--- src/hdl/fcd_pkg.sv ---
/*
  Shared constants and types of the flash command decoder: command codes,
  fixed command addresses, identifier offsets, status masks and the packed
  carriers for host writes and issued operations.
  Assumes a 32-bit data bus and a word address of ADDR_W bits.
*/
package fcd_pkg;

  localparam int ADDR_W = 21;
  localparam int DATA_W = 32;
  localparam int BURST_W = 16;
  localparam int BUF_CNT_W = 3;

  // Command codes, taken from the low data byte of a bus write.
  localparam logic [7:0] CMD_READ_ARRAY = 8'hff;
  localparam logic [7:0] CMD_READ_ID = 8'h90;
  localparam logic [7:0] CMD_QUERY = 8'h98;
  localparam logic [7:0] CMD_STATUS = 8'h70;
  localparam logic [7:0] CMD_CLR_STS = 8'h50;
  localparam logic [7:0] CMD_BLK_ERASE = 8'h20;
  localparam logic [7:0] CMD_ALL_ERASE = 8'h80;
  localparam logic [7:0] CMD_CONFIRM = 8'hd0;
  localparam logic [7:0] CMD_PGM = 8'h40;
  localparam logic [7:0] CMD_PGM_ALT = 8'h10;
  localparam logic [7:0] CMD_BUF_PGM = 8'he8;
  localparam logic [7:0] CMD_SUSPEND = 8'hb0;
  localparam logic [7:0] CMD_CFG = 8'h60;
  localparam logic [7:0] CMD_CFG_BURST = 8'h03;
  localparam logic [7:0] CMD_PROT_SET = 8'h01;
  localparam logic [7:0] CMD_OTP = 8'h49;
  localparam logic [7:0] CMD_OTP_LOCK = 8'h00;
  localparam logic [DATA_W-1:0] PGM_ABORT_WORD = 32'hffffffff;

  // Fixed addresses of the unlock cycles and the OTP lock cycle.
  localparam logic [ADDR_W-1:0] ADR_UNLOCK_A = 21'h00055;
  localparam logic [ADDR_W-1:0] ADR_UNLOCK_B = 21'h000aa;
  localparam logic [ADDR_W-1:0] ADR_OTP_LOCK = 21'h00003;

  // Identifier mode offsets.
  localparam logic [ADDR_W-1:0] ID_MAKER_ADR = 21'h00000;
  localparam logic [ADDR_W-1:0] ID_PART_ADR = 21'h00001;
  localparam logic [ADDR_W-1:0] ID_BURST_ADR = 21'h00005;
  localparam logic [ADDR_W-1:0] ID_PROT_OFS = 21'h00002;

  // Status register layout and reset values.
  localparam logic [7:0] STS_CLR_MASK = 8'h3a;
  localparam logic [7:0] STS_SEQ_ERR = 8'h30;
  localparam logic [7:0] STS_RESET = 8'h00;
  localparam int STS_READY_BIT = 7;
  localparam logic [BURST_W-1:0] BURST_RESET = 16'h0000;

  typedef enum logic [3:0] {
    RM_ARRAY = 4'b0001,
    RM_IDENT = 4'b0010,
    RM_QUERY = 4'b0100,
    RM_STATUS = 4'b1000
  } fcd_mode_t;

  typedef enum logic [9:0] {
    ST_IDLE = 10'b0000000001,
    ST_ERS = 10'b0000000010,
    ST_ALL = 10'b0000000100,
    ST_PGM = 10'b0000001000,
    ST_BUF_CNT = 10'b0000010000,
    ST_BUF_LOAD = 10'b0000100000,
    ST_BUF_CONF = 10'b0001000000,
    ST_CFG = 10'b0010000000,
    ST_OTP = 10'b0100000000,
    ST_SPARE = 10'b1000000000
  } fcd_state_t;

  typedef enum logic [3:0] {
    OP_NONE = 4'h0,
    OP_BLK_ERASE = 4'h1,
    OP_ALL_ERASE = 4'h2,
    OP_PROGRAM = 4'h3,
    OP_BUF_START = 4'h4,
    OP_BUF_WORD = 4'h5,
    OP_BUF_COMMIT = 4'h6,
    OP_SUSPEND = 4'h7,
    OP_RESUME = 4'h8,
    OP_PROT_SET = 4'h9,
    OP_PROT_CLR = 4'ha,
    OP_OTP_LOCK = 4'hb
  } fcd_op_kind_t;

  typedef struct packed {
    logic stb;
    logic [ADDR_W-1:0] addr;
    logic [DATA_W-1:0] data;
  } fcd_wr_t;

  typedef struct packed {
    logic valid;
    fcd_op_kind_t kind;
    logic otp_ok;
    logic [ADDR_W-1:0] addr;
    logic [DATA_W-1:0] data;
  } fcd_op_t;

endpackage

--- src/hdl/fcd_top.sv ---
/*
  Command interpreter of a 32-bit parallel flash: turns sequences of host
  bus writes into read-mode changes and operation requests, holds the
  status and burst setup words, and answers host reads.
  Assumes the program/erase engine, array, query table and protection
  storage sit outside and react to the issued operations.
*/
`timescale 1ns/1ps
module fcd_top
  import fcd_pkg::*;
#(
  parameter logic [DATA_W-1:0] MAKER_CODE = 32'h000000a5, // Arbitrary value.
  parameter logic [DATA_W-1:0] PART_CODE = 32'h00001234, // Arbitrary value.
  parameter int BLK_OFS_W = 14
) (
  input wire logic CLK_SYS_I,
  input wire logic RST_N_I,
  input wire fcd_wr_t HOST_WR_I,
  input wire logic RD_STB_I,
  input wire logic [ADDR_W-1:0] READ_LOCATION_I,
  input wire logic [DATA_W-1:0] ARRAY_DATA_I,
  input wire logic [DATA_W-1:0] QUERY_DATA_I,
  input wire logic PROT_STATE_I,
  input wire logic PEC_BUSY_I,
  input wire logic [7:0] STS_SET_I,
  output fcd_op_t OP_O,
  output logic [DATA_W-1:0] RD_DATA_O,
  output logic RD_VALID_O,
  output fcd_mode_t READ_MODE_O,
  output logic [BURST_W-1:0] BURST_SETUP_WORD_O,
  output logic [7:0] STATUS_VALUE_O
);

  fcd_state_t state, next_state;
  fcd_mode_t mode, next_mode;
  fcd_op_t op, next_op;
  logic [BURST_W-1:0] burst, next_burst;
  logic [7:0] sts, next_sts;
  logic [BUF_CNT_W-1:0] left, next_left;
  logic susp, next_susp;
  logic all_run, next_all_run;
  logic otp_ok, next_otp_ok;
  logic seq_err, clr_sts;
  logic [7:0] cmd;
  logic [ADDR_W-1:0] wa;

  assign cmd = HOST_WR_I.data[7:0];
  assign wa = HOST_WR_I.addr;

  // Command sequencer. Only the low data byte is compared where the code
  // is a byte, and the address is looked at only on cycles that need it.
  always_comb begin
    next_state = state;
    next_mode = mode;
    next_op = '0;
    next_burst = burst;
    next_left = left;
    next_susp = susp;
    next_all_run = all_run;
    next_otp_ok = otp_ok;
    seq_err = 1'b0;
    clr_sts = 1'b0;
    if (HOST_WR_I.stb) begin
      if (PEC_BUSY_I) begin
        // The engine is working: anything else is dropped silently.
        if (cmd == CMD_STATUS) begin
          next_mode = RM_STATUS;
        end else if (cmd == CMD_SUSPEND && !all_run) begin
          next_op = '{valid: 1'b1, kind: OP_SUSPEND, otp_ok: 1'b0, addr: wa,
                      data: HOST_WR_I.data};
          next_susp = 1'b1;
        end
      end else begin
        unique case (state)
          ST_IDLE: begin
            // Single-cycle commands ignore the address lines.
            if (cmd == CMD_READ_ARRAY) begin
              next_mode = RM_ARRAY;
            end else if (cmd == CMD_READ_ID) begin
              next_mode = RM_IDENT;
            end else if (cmd == CMD_QUERY) begin
              next_mode = RM_QUERY;
            end else if (cmd == CMD_STATUS) begin
              next_mode = RM_STATUS;
            end else if (cmd == CMD_CLR_STS) begin
              clr_sts = 1'b1;
            end else if (cmd == CMD_CONFIRM && susp) begin
              next_op = '{valid: 1'b1, kind: OP_RESUME, otp_ok: 1'b0, addr: wa,
                          data: HOST_WR_I.data};
              next_susp = 1'b0;
              next_mode = RM_STATUS;
            end else if (cmd == CMD_CFG) begin
              next_state = ST_CFG;
            end else if (cmd == CMD_BLK_ERASE && wa == ADR_UNLOCK_A) begin
              next_state = ST_ERS;
            end else if (cmd == CMD_ALL_ERASE && wa == ADR_UNLOCK_A) begin
              next_state = ST_ALL;
            end else if ((cmd == CMD_PGM || cmd == CMD_PGM_ALT) && wa == ADR_UNLOCK_B) begin
              next_state = ST_PGM;
              next_otp_ok = (cmd == CMD_PGM);
            end else if (cmd == CMD_BUF_PGM && wa == ADR_UNLOCK_B) begin
              next_state = ST_BUF_CNT;
              next_mode = RM_STATUS;
            end else if (cmd == CMD_OTP && wa == ADR_UNLOCK_B) begin
              next_state = ST_OTP;
            end
          end
          ST_ERS, ST_ALL: begin
            next_state = ST_IDLE;
            next_mode = RM_STATUS;
            if (cmd == CMD_CONFIRM && (state == ST_ERS || wa == ADR_UNLOCK_B)) begin
              next_op = '{valid: 1'b1, kind: (state == ST_ERS) ? OP_BLK_ERASE : OP_ALL_ERASE,
                          otp_ok: 1'b0, addr: wa, data: HOST_WR_I.data};
              next_all_run = (state == ST_ALL);
            end else begin
              seq_err = 1'b1;
            end
          end
          ST_PGM: begin
            next_state = ST_IDLE;
            // An all-ones word after the setup cancels the program.
            if (HOST_WR_I.data != PGM_ABORT_WORD) begin
              next_op = '{valid: 1'b1, kind: OP_PROGRAM, otp_ok: otp_ok, addr: wa,
                          data: HOST_WR_I.data};
              next_all_run = 1'b0;
              next_mode = RM_STATUS;
            end
          end
          ST_BUF_CNT: begin
            // Count values of eight or more, nine words or more, cannot fit the write buffer.
            if (HOST_WR_I.data[DATA_W-1:BUF_CNT_W] == '0) begin
              next_op = '{valid: 1'b1, kind: OP_BUF_START, otp_ok: 1'b0, addr: wa,
                          data: HOST_WR_I.data};
              next_left = HOST_WR_I.data[BUF_CNT_W-1:0];
              next_state = ST_BUF_LOAD;
            end else begin
              seq_err = 1'b1;
              next_state = ST_IDLE;
            end
          end
          ST_BUF_LOAD: begin
            next_op = '{valid: 1'b1, kind: OP_BUF_WORD, otp_ok: 1'b0, addr: wa,
                        data: HOST_WR_I.data};
            if (left == '0) begin
              next_state = ST_BUF_CONF;
            end else begin
              next_left = left - 1'b1;
            end
          end
          ST_BUF_CONF: begin
            next_state = ST_IDLE;
            if (cmd == CMD_CONFIRM) begin
              next_op = '{valid: 1'b1, kind: OP_BUF_COMMIT, otp_ok: 1'b0, addr: wa,
                          data: HOST_WR_I.data};
              next_all_run = 1'b0;
            end else begin
              seq_err = 1'b1;
            end
          end
          ST_CFG: begin
            next_state = ST_IDLE;
            if (cmd == CMD_CFG_BURST) begin
              next_burst = wa[BURST_W-1:0];
            end else if (cmd == CMD_PROT_SET || cmd == CMD_CONFIRM) begin
              next_op = '{valid: 1'b1, kind: (cmd == CMD_PROT_SET) ? OP_PROT_SET : OP_PROT_CLR,
                          otp_ok: 1'b0, addr: wa, data: HOST_WR_I.data};
            end else begin
              seq_err = 1'b1;
            end
          end
          ST_OTP: begin
            next_state = ST_IDLE;
            if (cmd == CMD_OTP_LOCK && wa == ADR_OTP_LOCK) begin
              next_op = '{valid: 1'b1, kind: OP_OTP_LOCK, otp_ok: 1'b1, addr: wa,
                          data: HOST_WR_I.data};
            end else begin
              seq_err = 1'b1;
            end
          end
          default: next_state = ST_IDLE;
        endcase
      end
    end
  end

  // Status word: engine events and sequence errors win over a clear.
  always_comb begin
    next_sts = (sts & ~(clr_sts ? STS_CLR_MASK : 8'h00)) | STS_SET_I
               | (seq_err ? STS_SEQ_ERR : 8'h00);
  end

  always_ff @(posedge CLK_SYS_I or negedge RST_N_I) begin
    if (!RST_N_I) begin
      state <= ST_IDLE;
      mode <= RM_ARRAY;
      op <= '0;
      burst <= BURST_RESET;
      sts <= STS_RESET;
      left <= '0;
      susp <= 1'b0;
      all_run <= 1'b0;
      otp_ok <= 1'b0;
    end else begin
      state <= next_state;
      mode <= next_mode;
      op <= next_op;
      burst <= next_burst;
      sts <= next_sts;
      left <= next_left;
      susp <= next_susp;
      all_run <= next_all_run;
      otp_ok <= next_otp_ok;
    end
  end

  assign OP_O = op;
  assign READ_MODE_O = mode;
  assign BURST_SETUP_WORD_O = burst;
  // The ready bit is live from the engine, the rest is the sticky word.
  assign STATUS_VALUE_O = {~PEC_BUSY_I, sts[STS_READY_BIT-1:0]};

  fcd_read_port #(
    .MAKER_CODE(MAKER_CODE),
    .PART_CODE(PART_CODE),
    .BLK_OFS_W(BLK_OFS_W)
  ) u_read (
    .clk_i(CLK_SYS_I),
    .rst_n_i(RST_N_I),
    .rd_stb_i(RD_STB_I),
    .rd_addr_i(READ_LOCATION_I),
    .mode_i(mode),
    .array_data_i(ARRAY_DATA_I),
    .query_data_i(QUERY_DATA_I),
    .status_i(STATUS_VALUE_O),
    .burst_i(burst),
    .prot_i(PROT_STATE_I),
    .rd_data_o(RD_DATA_O),
    .rd_valid_o(RD_VALID_O)
  );

  logic idle_wr;
  assign idle_wr = HOST_WR_I.stb && !PEC_BUSY_I && state == ST_IDLE;
endmodule

--- src/hdl/fcd_read_port.sv ---
/*
  Read return path of the flash command decoder: picks array, identifier,
  query or status data by read mode and registers it.
  Assumes array and query data arrive combinationally for the read address.
*/
`timescale 1ns/1ps
module fcd_read_port
  import fcd_pkg::*;
#(
  parameter logic [DATA_W-1:0] MAKER_CODE = 32'h000000a5, // Arbitrary value.
  parameter logic [DATA_W-1:0] PART_CODE = 32'h00001234, // Arbitrary value.
  parameter int BLK_OFS_W = 14
) (
  input wire logic clk_i,
  input wire logic rst_n_i,
  input wire logic rd_stb_i,
  input wire logic [ADDR_W-1:0] rd_addr_i,
  input wire fcd_mode_t mode_i,
  input wire logic [DATA_W-1:0] array_data_i,
  input wire logic [DATA_W-1:0] query_data_i,
  input wire logic [7:0] status_i,
  input wire logic [BURST_W-1:0] burst_i,
  input wire logic prot_i,
  output logic [DATA_W-1:0] rd_data_o,
  output logic rd_valid_o
);

  logic [DATA_W-1:0] next_rd_data;

  // Identifier words; offsets 0, 1 and 5 win over the block-relative offset.
  function automatic logic [DATA_W-1:0] id_word(input logic [ADDR_W-1:0] a);
    logic [DATA_W-1:0] w;
    w = '0;
    if (a == ID_MAKER_ADR) begin
      w = MAKER_CODE;
    end else if (a == ID_PART_ADR) begin
      w = PART_CODE;
    end else if (a == ID_BURST_ADR) begin
      w = {{(DATA_W-BURST_W){1'b0}}, burst_i};
    end else if (a[BLK_OFS_W-1:0] == ID_PROT_OFS[BLK_OFS_W-1:0]) begin
      w = {{(DATA_W-1){1'b0}}, prot_i};
    end
    return w;
  endfunction

  // Data selection by the current read mode; the mode holds between writes.
  always_comb begin
    next_rd_data = rd_data_o;
    if (rd_stb_i) begin
      unique case (mode_i)
        RM_ARRAY: next_rd_data = array_data_i;
        RM_IDENT: next_rd_data = id_word(rd_addr_i);
        RM_QUERY: next_rd_data = query_data_i;
        RM_STATUS: next_rd_data = {{(DATA_W-8){1'b0}}, status_i};
        default: next_rd_data = '0;
      endcase
    end
  end

  // Registered answer, one cycle after the read strobe.
  always_ff @(posedge clk_i or negedge rst_n_i) begin
    if (!rst_n_i) begin
      rd_data_o <= '0;
      rd_valid_o <= 1'b0;
    end else begin
      rd_data_o <= next_rd_data;
      rd_valid_o <= rd_stb_i;
    end
  end

endmodule

--- config.mk ---
export PLATFORM = sky130hd
export DESIGN_NAME = fcd_top
export DESIGN_NICKNAME = d
export VERILOG_FILES = /design/src/hdl/fcd_pkg.sv /design/src/hdl/fcd_top.sv /design/src/hdl/fcd_read_port.sv
export SDC_FILE = /design/constraint.sdc
export NUM_CORES = 1
export LEC_CHECK = 0
export BUFFER_PORTS_ARGS = -buffer_cell sky130_fd_sc_hd__buf_2
export CAP_MARGIN = 20
export CORE_UTILIZATION = 50
export CTS_BUF_LIST = sky130_fd_sc_hd__clkbuf_4
export CTS_CLUSTER_DIAMETER = 40
export DETAILED_ROUTE_END_ITERATION = 16
export GPL_ROUTABILITY_DRIVEN = 0
export PLACE_DENSITY_LB_ADDON = 0.05
export REMOVE_ABC_BUFFERS = 1
export SETUP_SLACK_MARGIN = 0.3
export SLEW_MARGIN = 25
export SYNTH_ARGS = -nofsm -noshare
export SYNTH_HDL_FRONTEND = slang
export SYNTH_SLANG_ARGS = --single-unit
--- constraint.sdc ---
create_clock -name CLK_SYS_I -period 3.4 [get_ports CLK_SYS_I]
set_input_delay 0.51 -clock CLK_SYS_I [delete_from_list [all_inputs] [get_ports CLK_SYS_I]]
set_output_delay 0.51 -clock CLK_SYS_I [all_outputs]
set_load 0.01 [all_outputs]
==> key figures <==
Status
  – Status: finished clean

Job
  – Max Cap Violations: 0

Power
  – Pleak: 0.00425 uW
  – Peak supply drop: 0.222 mV
  – Pwr Density: ~390 mW/mm^2

Drt
  – Via Count: 6325
  – Via density per instance: 5.98
  – Antenna-violating nets left: 0
  – Drt wl/cell: roughly 19 um
  – DRT Wirelength: 20200 um
  – # DRC: 0
  – Initial DRT Pass Iterations: 5
  – DRT iter0 DRCs: ~560

Critical path
  – Reg-to-reg startpoint: state[0]$_DFFE_PN1P_
  – Crit end category: register
  – WS Path Type: register to register
  – CP max FO: 35
  – Reg2Reg Depth: 7
  – Arrival @ worst endpoint: 3.38 ns
  – R2r endpoint: OP_O[8]$_DFF_PN0_
  – Req. time, crit path: 3.84 ns
  – Setup slack, reg-to-reg: around 0.47 ns
  – Startpoint types: register

Clock tree
  – # resized after CTS: 0
  – H-tree levels: 4
  – TritonCTS buffer count: 17
  – Clk sink count: 134
  – Clock Tree Buf Depth: 2
  – Clock Tree Root: clkbuf_4
  – CTS tree: yes
  – Clock-pin slew on the worst setup and hold paths: 0.12 ns
  – Clk_lat worst skew: 0.56 ns

Global routing
  – Largest net degree at the start of global routing: 71
  – Vias in the first global route: roughly 5700
  – Total gr overflow: 0
  – Initial antenna violation count: 0
  – Gr usage total: 0.296
  – First-pass GRT wire length: 30200 um

Yosys
  – Cell variety after synth: 76
  – Synthesized flop and latch total: about 130
  – Post-synthesis sequential area ratio: 0.513
  – Largest family of logic cells by synthesized area: simple AND/OR/NAND/NOR gates
  – Synth top area share: 0.505
  – Area contributors post-synth: dfrtp_1 (50%), and3_1 (4.9%), a22oi_1 (3.9%), mux2_4 (2.3%), o2bb2ai_1 (2.3%)
  – Post-Synth XOR/XNOR Area: 0.00803
  – Syn_area_per_cell: 10.7 sq um
  – Adder-cell share of the synthesized area: 0.00383
  – Synthesis Warnings: 0
  – Synth area leader: dfrtp_1
  – Top post-synthesis cells by count: dfrtp_1 (132), and3_1 (51), a22oi_1 (34)
  – Simple-gate share of the synthesized area: 0.217
  – Most common cell in the netlist: dfrtp_1
  – Synthesized area: ~0.0065 sq mm
  – Post-synth EDFFs: 0
  – Synth Area in Compound Gates: 0.175
  – Post-synth top flop: dfrtp_1
  – Fraction of registers with async set or reset after synthesis: 1.00
  – Syn Inst Count: 612
  – Mux cell area share after synthesis: 0.0450

Hold path
  – Worst hold endpoint: sts[1]$_DFF_PN0_
  – WHS Path Cells: 2
  – Min-delay src: STS_SET_I[1]
  – Hold WC Path Type: input port to register

Finish
  – Final non-filler cell total: 1057
  – N_diodes: 0
  – Register Area: between 0.003 and 0.004 sq mm
  – Nets: 1026
  – Share of cells above drive strength 1: 0.408
  – Multi-input gate area: 0.00296 sq mm
  – Fill cells: 1080
  – Layout Utilization: 0.655
  – Layout area overhead: 26.9%

Timing
  – F_max: 0.341 GHz
  – Slew @ Worst Pin: 0.959 ns
  – Slew Limit Headroom: 0.357
  – Finish-stage setup viols: 0
  – Final worst slack: 0.466 ns
  – Final Hold Violating Endpoints: 0
  – Clock skew: 0.0171 ns
  – Post-layout min period: approximately 2.9 ns
  – Slew Limit Fails: 0
  – Final Cycle Share: 0.863
  – RSZ-0062 raised after global routing: no

Placed design
  – HPWL Detailed: 15000 um
  – Placed Instances: 1024
  – Place WS: 0.458 ns
  – Port Buf Inserts: 270

Die
  – Starting Density: 0.516
  – Die Wd: 116 um
  – Floorplan core area: 0.0127 sq mm
  – Chip height: 116 um
  – Core Rows: 41
  – Die area: 0.0135 sq mm
  – I/O pins: 272
==> cell type report <==
class | count | area share
Tap cell | 172 | 0.0259
Clock inverter | 12 | 0.0105
Timing Repair Buffer | 283 | 0.179
Inverter | 14 | 0.00633
Clock buffer | 20 | 0.0181
Multi-Input combinational cell | 422 | 0.356
Sequential cell | 134 | 0.404
==> worst max-delay path by stage <==
stage	from	endpoint	slack, ns	cells after the start
after global routing	state[0]$_DFFE_PN1P_	OP_O[30]$_DFF_PN0_	0.32	7
after detailed placement	HOST_WR_I[5]	OP_O[47]$_DFF_PN0_	0.46	8
after global placement	HOST_WR_I[0]	BURST_SETUP_WORD_O[3]$_DFFE_PN0P_	0.53	8
final	state[0]$_DFFE_PN1P_	OP_O[8]$_DFF_PN0_	0.47	7
after CTS	state[0]$_DFFE_PN1P_	OP_O[10]$_DFF_PN0_	0.55	7
after floorplan	READ_MODE_O[0]$_DFFE_PN1P_	u_read.rd_data_o[12]$_DFFE_PN0P_	-1.37	5
==> layout by cell type, fill, tap and decap left out, drive strengths merged, types with 20 or more instances in the layout <==
master / Yosys / routed
buf: 14 / 282
dfrtp: 132 / 132
and3: 51 / 51
a22oi: 34 / 34
nor2: 34 / 34
o21ai: 29 / 29
a21oi: 22 / 22
nand4: 22 / 22
nor4: 21 / 21
mux2: 21 / 21
nor3: 20 / 20
clkbuf: 28 / 20
==> worst max-delay path, cell delays in order (launching register included) <==
cell and delay (ns):
dfstp_2 0.68, nor3_1 0.17, nand3_1 0.20, nor2_1 0.11, nor4_1 0.79, nand3_2 0.38, buf_12 0.28, and3_1 0.19
==> layer usage <==
metal,up-vias,wire [um],track usage
met5,-,0,0
met4,0,526,0.121
met2,357,9630,0.477
met3,52,1680,0.0659
met1,3023,8350,0.389
li1,2893,-,-
==> stage by stage <==
step                power, uW  cell area, sq um  hold WS [ns]  setup TNS, ns
global route             3370              8300        0.0876              0
global placement         2280              8060         0.465              0
floorplan                1980              6340         0.214         -41.17
CTS                      3230              8300        0.0912              0
finish                   3220              8300         0.130              0
detailed placement       2290              8060         0.468              0
==> where the power goes <==
part | switching, uW | internal (uW)
logic | 346 | 220
registers | 49.1 | 1660
clock network | 572 | 372
==> state kept, by name, summed over array words and instances, names as in the netlist <==
signal              count
BURST_SETUP_WORD_O     16
state                   9
u_read.rd_data_o       32
sts                     7
all_run                 1
otp_ok                  1
left                    3
u_read.rd_valid_o       1
OP_O                   59
susp                    1
READ_MODE_O             4
==> what timing repair did <==
action / 4_1_cts / 5_1_grt
buffers inserted: 0 / 0
setup endpoints to repair: 0 / 0
hold buffers: 1 / 0
endpoints found under the hold margin: 63 / 0
==> logic make-up (layout without fill, tap and decap cells) <==
| kind of cell | Yosys count | after routing |
|---|---|---|
| and+or+nand+nor | 234 | 234 |
| AOI/OAI and AO/OA | 157 | 157 |
| DFF | 134 | 134 |
| buffers and inverters | 56 | 329 |
| muxes | 23 | 23 |
| xor gates and xnor gates | 6 | 6 |
| adders and majority gates | 2 | 2 |
Note: power is estimated with default switching activity, not from simulation.
